===== src/include/seq_cfg_map.vh =====
// register map, field layout and status/mask positions of the sequencer sample configuration block
`ifndef SEQ_CFG_MAP_VH
`define SEQ_CFG_MAP_VH
// register byte offsets
`define OFF_SEQ1_INPUT_SELECT   12'h060
`define OFF_SEQ1_SAMPLE_CONTROL 12'h064
`define OFF_SEQ2_INPUT_SELECT   12'h080
`define OFF_SEQ2_SAMPLE_CONTROL 12'h084
`define OFF_SEQ_START           12'h0c0
`define OFF_IRQ_STATUS          12'h0c4
`define OFF_IRQ_MASK            12'h0c8
`define OFF_SEQ_STATE           12'h0cc
// writable bit masks, everything else reads zero
`define INPUT_SELECT_MASK       32'h0000_3333
`define INPUT_SELECT_MASK16     16'h3333
`define SAMPLE_CONTROL_MASK     32'h0000_ffff
`define RESET_VALUE             32'h0000_0000
// field positions inside one 4-bit sample slot of the control register
`define CTL_DIFF_BIT            0
`define CTL_LAST_BIT            1
`define CTL_IRQEN_BIT           2
`define CTL_TEMP_BIT            3
// width of one sample slot
`define SLOT_W                  4
// start register bits and status bits
`define START_SEQ1_BIT          0
`define START_SEQ2_BIT          1
`define STAT_SEQ1_BIT           0
`define STAT_SEQ2_BIT           1
`define STAT_W                  2
`endif


===== src/rtl/seq_sample_config.v =====
// sample configuration registers and stepping logic for sequencers 1 and 2, with apb slave and interrupt
`timescale 1ns/1ps
`include "seq_cfg_map.vh"

module seq_sample_config
#(
  parameter NSAMP = 4                     // sample slots per sequencer
)
(
  // clock and reset
  input  wire        pclk,
  input  wire        presetn,
  // apb slave
  input  wire        psel,
  input  wire        penable,
  input  wire        pwrite,
  input  wire [11:0] paddr,
  input  wire [31:0] pwdata,
  output wire        pready,
  output wire        pslverr,
  output reg  [31:0] prdata,
  // converter side, one sample at a time
  output reg         conv_req,
  output reg         conv_seq,
  output reg  [1:0]  conv_input_sel,
  output reg         conv_temp_sel,
  output reg         conv_diff_sel,
  input  wire        conv_done,
  // raw sample interrupt pulses and combined interrupt
  output reg  [1:0]  seq_raw_irq,
  output wire        irq
);

  // ***************************************************
  // state and storage
  // ***************************************************
  localparam ST_IDLE = 1'b0;              // no sequence running
  localparam ST_CONV = 1'b1;              // waiting for current sample done

  reg [15:0] in_sel_r   [0:1];           // input select register per sequencer
  reg [15:0] ctl_r      [0:1];           // sample control register per sequencer
  reg        state_r;                     // stepping state
  reg        seq_r;                       // sequencer being stepped
  reg [1:0]  samp_r;                      // current sample index
  reg [1:0]  pend_r;                      // start requests not yet served
  reg [`STAT_W-1:0] stat_r;               // sticky interrupt status
  reg [`STAT_W-1:0] mask_r;               // interrupt mask

  wire       wr_en  = psel & penable & pwrite;   // write takes effect in access phase
  wire       rd_ph  = psel & ~penable;           // read data captured after setup
  // pick the 4-bit slot of one sample out of a 16-bit configuration word
  function [3:0] slot_of;
    input [15:0] word;
    input [1:0]  idx;
    begin
      slot_of = word[idx * `SLOT_W +: `SLOT_W];
    end
  endfunction

  wire [1:0] samp_inc = samp_r + 2'h1;                                 // index of the following sample
  wire [3:0] slot     = slot_of(ctl_r[seq_r], samp_r);                // flags of the running sample
  wire [3:0] nslot    = slot_of(ctl_r[seq_r], samp_inc);              // flags of the following sample
  wire [3:0] nsel     = slot_of(in_sel_r[seq_r], samp_inc);           // input select of the following sample
  wire       last   = slot[`CTL_LAST_BIT] || (samp_r == NSAMP - 1);
  wire       done_ev = (state_r == ST_CONV) && conv_done;
  reg  [`STAT_W-1:0] set_ev;             // events setting status this cycle
  reg  [31:0] rd_nxt;                     // next read data
  reg         hit;                        // address decodes to a register

  // zero-wait slave; unmapped addresses answer with an error
  assign pready  = 1'b1;
  assign pslverr = psel & penable & ~hit;
  assign irq     = |(stat_r & mask_r);

  // ***************************************************
  // read decode
  // ***************************************************
  // read data is registered during setup so it stands at the access edge
  always @*
  begin
    hit    = 1'b1;
    rd_nxt = `RESET_VALUE;
    case (paddr)
      `OFF_SEQ1_INPUT_SELECT:   rd_nxt = {16'h0000, in_sel_r[0]} & `INPUT_SELECT_MASK;
      `OFF_SEQ2_INPUT_SELECT:   rd_nxt = {16'h0000, in_sel_r[1]} & `INPUT_SELECT_MASK;
      `OFF_SEQ1_SAMPLE_CONTROL: rd_nxt = {16'h0000, ctl_r[0]};
      `OFF_SEQ2_SAMPLE_CONTROL: rd_nxt = {16'h0000, ctl_r[1]};
      `OFF_SEQ_START:           rd_nxt = {30'h0000_0000, pend_r};
      `OFF_IRQ_STATUS:          rd_nxt = {30'h0000_0000, stat_r};
      `OFF_IRQ_MASK:            rd_nxt = {30'h0000_0000, mask_r};
      `OFF_SEQ_STATE:           rd_nxt = {28'h000_0000, samp_r, seq_r, state_r};
      default:                  hit = 1'b0;
    endcase
  end

  // events from completed interrupt-enabled samples
  always @*
  begin
    set_ev = {`STAT_W{1'b0}};
    if (done_ev && slot[`CTL_IRQEN_BIT])
      set_ev[seq_r] = 1'b1;
  end

  // ***************************************************
  // registers and apb writes
  // ***************************************************
  always @(posedge pclk or negedge presetn)
  begin
    if (!presetn)
    begin
      in_sel_r[0] <= 16'h0000;
      in_sel_r[1] <= 16'h0000;
      ctl_r[0]    <= 16'h0000;
      ctl_r[1]    <= 16'h0000;
      stat_r      <= {`STAT_W{1'b0}};
      mask_r      <= {`STAT_W{1'b0}};
      prdata      <= 32'h0000_0000;
    end
    else
    begin
      if (rd_ph)
        prdata <= rd_nxt;
      // sticky status: set wins over a write-one clear in the same cycle
      stat_r <= (stat_r & ~((wr_en && paddr == `OFF_IRQ_STATUS) ? pwdata[`STAT_W-1:0] : {`STAT_W{1'b0}}))
                | set_ev;
      if (wr_en)
      begin
        case (paddr)
          // only the four 2-bit select fields are stored
          `OFF_SEQ1_INPUT_SELECT:   in_sel_r[0] <= pwdata[15:0] & `INPUT_SELECT_MASK16;
          `OFF_SEQ2_INPUT_SELECT:   in_sel_r[1] <= pwdata[15:0] & `INPUT_SELECT_MASK16;
          // all low 16 bits are flags: diff, last, irq enable, temp per slot
          `OFF_SEQ1_SAMPLE_CONTROL: ctl_r[0]    <= pwdata[15:0];
          `OFF_SEQ2_SAMPLE_CONTROL: ctl_r[1]    <= pwdata[15:0];
          `OFF_IRQ_MASK:            mask_r      <= pwdata[`STAT_W-1:0];
          default:                  ;
        endcase
      end
    end
  end

  // ***************************************************
  // sample stepping
  // ***************************************************
  // sequencer 1 has priority when both are pending; a start while a
  // sequence runs is held pending, never dropped
  always @(posedge pclk or negedge presetn)
  begin
    if (!presetn)
    begin
      state_r        <= ST_IDLE;
      seq_r          <= 1'b0;
      samp_r         <= 2'h0;
      pend_r         <= 2'h0;
      conv_req       <= 1'b0;
      conv_seq       <= 1'b0;
      conv_input_sel <= 2'h0;
      conv_temp_sel  <= 1'b0;
      conv_diff_sel  <= 1'b0;
      seq_raw_irq    <= 2'h0;
    end
    else
    begin
      seq_raw_irq <= set_ev;
      conv_req    <= 1'b0;
      if (wr_en && paddr == `OFF_SEQ_START)
        pend_r <= pend_r | pwdata[1:0];
      case (state_r)
        ST_IDLE:
        begin
          if (pend_r != 2'h0)
          begin
            seq_r   <= ~pend_r[`START_SEQ1_BIT];
            samp_r  <= 2'h0;
            pend_r  <= pend_r & ~(pend_r[`START_SEQ1_BIT] ? 2'h1 : 2'h2)
                       | ((wr_en && paddr == `OFF_SEQ_START) ? pwdata[1:0] : 2'h0);
            state_r <= ST_CONV;
            conv_req <= 1'b1;
            conv_seq <= ~pend_r[`START_SEQ1_BIT];
            conv_input_sel <= in_sel_r[~pend_r[`START_SEQ1_BIT]][1:0];
            conv_temp_sel  <= ctl_r[~pend_r[`START_SEQ1_BIT]][`CTL_TEMP_BIT];
            conv_diff_sel  <= ctl_r[~pend_r[`START_SEQ1_BIT]][`CTL_DIFF_BIT];
          end
        end
        ST_CONV:
        begin
          if (conv_done)
          begin
            // stop after the flagged sample, or after the fourth as a safety net
            if (last)
              state_r <= ST_IDLE;
            else
            begin
              samp_r   <= samp_inc;
              conv_req <= 1'b1;
              conv_input_sel <= nsel[1:0];
              conv_temp_sel  <= nslot[`CTL_TEMP_BIT];
              conv_diff_sel  <= nslot[`CTL_DIFF_BIT];
            end
          end
        end
        default: state_r <= ST_IDLE;
      endcase
    end
  end

endmodule


===== config.mk =====
export PLATFORM = sky130hd
export DESIGN_NAME = seq_sample_config
export DESIGN_NICKNAME = d
export VERILOG_FILES = /design/src/rtl/seq_sample_config.v
export VERILOG_INCLUDE_DIRS = /design/src /design/src/include
export SDC_FILE = /design/constraint.sdc
export NUM_CORES = 1
export LEC_CHECK = 0
export BUFFER_PORTS_ARGS = -buffer_cell sky130_fd_sc_hd__buf_2
export CAP_MARGIN = 20
export CORE_MARGIN = 2
export CORE_UTILIZATION = 61
export CTS_BUF_LIST = sky130_fd_sc_hd__clkbuf_8
export CTS_CLUSTER_SIZE = 8
export DETAILED_ROUTE_END_ITERATION = 6
export PLACE_DENSITY = 0.88
export SYNTH_ARGS = -nofsm -noshare
export SYNTH_HDL_FRONTEND = slang
export SYNTH_SLANG_ARGS = --single-unit

===== constraint.sdc =====
create_clock -name pclk -period 3.05 [get_ports pclk]
set_input_delay 0.305 -clock pclk [delete_from_list [all_inputs] [get_ports pclk]]
set_output_delay 0.305 -clock pclk [all_outputs]
set_load 0.02 [all_outputs]

==> Implementation_results.wiki <==
{| class="wikitable"
! Metric !! Value
|-
| Flop-to-flop setup slack || 0.85 ns
|-
| Fraction of registers with async set or reset after synthesis || 100%
|-
| Area contributors post-synth || dfrtp_1 48%, mux2_2 12%, mux4_2 5.8%
|-
| Number of antenna violations at the first check in global routing || 0
|-
| Most used standard cells in the synthesized netlist || 81 x dfrtp_1, 45 x mux2_2, 24 x nand2_1
|-
| Final RePlAce weighted congestion || 0.841
|-
| IR Drop Worst-Case VDD || 319 uV
|-
| GRT busiest layer || met2
|-
| CP max stage cell || dfrtp_1
|-
| CTS Buffer Depth || 2
|-
| Portion of netlist area occupied by mux cells || about a quarter
|-
| Required time reported for the critical path endpoint || 3.29 ns
|-
| Die area || 7640 um2
|-
| Summed instance area of the synthesized netlist || 4240 um2
|-
| Maximum Capacitance Violations || 0
|-
| Sort of element at the start of the critical path || register
|-
| Basic-gate share of the synthesized area counting and, or, nand and nor cells || 10.2%
|-
| Antenna cells || 0
|-
| Fraction of layout instances using a drive strength above 1 || roughly two fifths
|-
| Count of distinct cell types in the synthesized netlist || 50
|-
| Overall overflow remaining after global route || 0
|-
| Post-layout net count || 447
|-
| Die extent in x || 87.4 um
|-
| Result of the run || complete, no violations
|-
| IO Port Bufs || 59
|-
| Warnings, synthesis || 0
|-
| Aggregate global-route resource usage || 27.0%
|-
| TritonCTS clock tree || yes
|-
| Floorplan core area || 6760 um2
|-
| Xor and xnor area share after synthesis || 0%
|-
| Initial Utilization || 62.8%
|-
| Clock-pin slew reported for the worst setup and hold paths after clock tree synthesis || ~0.090 ns
|-
| Synthesis-stage register bit count || 81
|-
| Count leader, synth || dfrtp_1
|-
| First DRT Iteration DRCs || 240
|-
| Total detailed-routing wirelength || 9.66 mm
|-
| Max FO, Critical Path || 10
|-
| Max-slew violation count || 0
|-
| Number of vias after detailed routing || ~3.1k
|-
| Global routing met1 resource utilization || 37.1%
|-
| Clock insertion delay at the later pin of the skew report || 0.35 ns
|-
| First-pass GRT wire length || 15.5 mm
|-
| Die height || about 87 um
|-
| Post-route core utilization || 69.6%
|-
| Main flop type after synthesis || dfrtp_1
|-
| Remaining antenna violation count || 0
|-
| Total DRC errors in the routed layout || 0
|-
| Total number of clock tree sinks || 81
|-
| Post-CTS resize count || 0
|-
| Type of the setup path with the least slack || reg -> reg
|-
| Cell type with the highest aggregate area in the netlist || dfrtp_1
|-
| Lkg Pwr || 0.00232 uW
|-
| Hold WC Path Type || in -> async
|-
| Max-slew headroom || roughly 33%
|-
| Timing startpoint of the critical path || samp_r[0]$_DFFE_PN0P_
|-
| Number of hold buffers added after cts || 0
|-
| Arr. time, crit path || 2.43 ns
|-
| End point of the critical path || conv_input_sel[1]$_DFFE_PN0P_
|-
| Router iterations before antenna repair || 5
|-
| Boundary pin count || 93
|-
| Routing usage on met3 || 5.02%
|-
| Standard-cell row count || 30
|-
| Vias per inst || 6.43
|-
| Cells along the critical path || mux2i_1 -> mux4_2 -> nand4b_1 -> o21ai_2 -> mux2_2
|-
| Sequential area share after synthesis || 47.8%
|-
| Largest family of logic cells by synthesized area || multiplexers
|-
| Peak Freq || 455 MHz
|-
| Synthesized-area fraction occupied by adder cells || 0.295%
|-
| Complex-gate fraction of the synthesized area || 10.6%
|-
| CTS root buf || clkbuf_8
|-
| Met2 Resource Use GR || 42.6%
|-
| TritonCTS buffer count || 9
|-
| Slew at the pin closest to its max-slew limit || about 1.0 ns
|-
| Critical path capture point type || register
|-
| Level count of the clock H-tree || 3
|-
| Post-CTS setup-driven buffer insertion count || 0
|-
| Area fraction of the dominant cell type after synthesis || between 40% and 50%
|-
| Final hold viol count || 0
|-
| Post-layout minimum cycle time || roughly 2.2 ns
|-
| Final Setup Violations || 0
|-
| Cells after synthesis || 338
|-
| Setup repair after global routing missed its margin || no
|-
| Worst r2r src || samp_r[0]$_DFFE_PN0P_
|-
| Clk_skew || between 0.01 and 0.015 ns
|-
| Post-route fraction of the period consumed by the critical path || 72.1%
|-
| Routed wirelength normalized by instance count || between 20 and 25 um
|-
| Pin count of the biggest net entering global routing || 82
|-
| Number of flops mapped to enable cells by yosys || 0
|-
| Destination of the worst register-to-register timing path || conv_input_sel[1]$_DFFE_PN0P_
|-
| Mean Syn Cell Area || roughly 13 um2
|-
| Setup TNS Final || 0 ns
|-
| Relative area change from synthesis to final layout || 10.9%
|-
| R2R depth || 5
|-
| Ratio of total power to cell area || 525 nW/um2
|-
| CP peak stage delay || 0.71 ns
|-
| Vias in the first global route || 3067
|-
| Post-DP HPWL || 6.96 mm
|}
-- stage by stage --
stage	std cells	power, uW	hold WS (ns)	setup slack, ns	area [um2]
after floorplan	353	1610	0.00941	1.26	4300
after global placement	465	1740	0.459	0.792	4520
after detailed placement	465	1770	0.464	0.723	4520
after CTS	481	2470	0.155	0.840	4700
after global routing	481	2570	0.187	0.755	4700
final	481	2470	0.121	0.852	4700
-- worst min path at each step --
| stage | end | slack [ns] | cells past startpoint | startpoint |
|---|---|---|---|---|
| final | ctl_r[27]$_DFFE_PN0P_ | 0.12 | 1 | presetn |
| after global routing | ctl_r[10]$_DFFE_PN0P_ | 0.19 | 2 | pwdata[10] |
| after CTS | prdata[7]$_DFFE_PN0P_ | 0.15 | 1 | presetn |
| after detailed placement | prdata[2]$_DFFE_PN0P_ | 0.46 | 2 | prdata[2]$_DFFE_PN0P_ |
| after global placement | prdata[10]$_DFFE_PN0P_ | 0.46 | 2 | prdata[10]$_DFFE_PN0P_ |
| after floorplan | conv_diff_sel$_DFFE_PN0P_ | 0.009 | 0 | presetn |
-- cells by family (layout without fill, tap and decap cells) --
family                     Yosys count  count (layout)
buffers and inverters               39              87
AOI/OAI and AO/OA                   65              65
other                                2              17
DFF                                 81              81
muxes                               82              82
adders and majority gates            1               1
and+or+nand+nor                     68              68
-- layout by cell type, fill, tap and decap left out, types with 2 or more instances in the layout --
| cell | count |
|---|---|
| a31oi_1 | 4 |
| conb_1 | 17 |
| dfrtp_1 | 81 |
| mux2_2 | 45 |
| a221oi_1 | 6 |
| nor3_2 | 2 |
| clkbuf_8 | 10 |
| o21ai_0 | 10 |
| a21oi_1 | 9 |
| nor3_4 | 4 |
| nor3_1 | 5 |
| inv_1 | 7 |
| mux2i_1 | 17 |
| nand3_1 | 4 |
| nand2_1 | 24 |
| mux2_4 | 8 |
| o22ai_1 | 8 |
| buf_2 | 58 |
| a21o_1 | 3 |
| and3b_1 | 2 |
| clkinvlp_4 | 2 |
| o41ai_1 | 3 |
| mux4_2 | 11 |
| o31ai_1 | 3 |
| a22oi_1 | 9 |
| clkinv_4 | 3 |
| nor2_1 | 6 |
| a22o_1 | 5 |
| and3_1 | 2 |
| nand2b_1 | 6 |
| nor2b_1 | 2 |
| buf_4 | 7 |
-- state kept, by name, indices dropped and copies added, names as in the netlist, 2 cells and up --
signal          flops
ctl_r              32
prdata             16
conv_input_sel      2
samp_r              2
mask_r              2
seq_raw_irq         2
stat_r              2
in_sel_r           16
pend_r              2
-- power breakdown --
group | leakage, uW | internal, uW | switching (uW)
Sequential | 0.00111 | 1120 | 119
Clock | 0.0000899 | 319 | 400
Combinational | 0.00113 | 231 | 277
Total | 0.00232 | 1670 | 796
-- cell type report --
cell class | instances | area [um2]
well taps | 80 | 100
flip-flops and latches | 81 | 2030
clock buffers | 10 | 138
inverters | 6 | 22.5
fillers | 488 | 2050
clock inverters | 6 | 45.0
repair buffers | 65 | 343
multi-input cells | 233 | 2030
-- critical path: cells and delay by family (launching register included) --
kind             cells  cell delay [ns]
multiplexers         3             1.00
AND/OR/NAND/NOR      1             0.15
flip-flops           1             0.71
AO/OA/AOI/OAI        1             0.21
-- metal layers --
layer  part of all wire [%]  vias to the layer above
met1                     41                     1540
met4                    2.3                        0
met2                     49                      175
li1                       -                     1356
met3                    7.4                       24
met5                      0                        -
(Power assumes the default switching activity.)
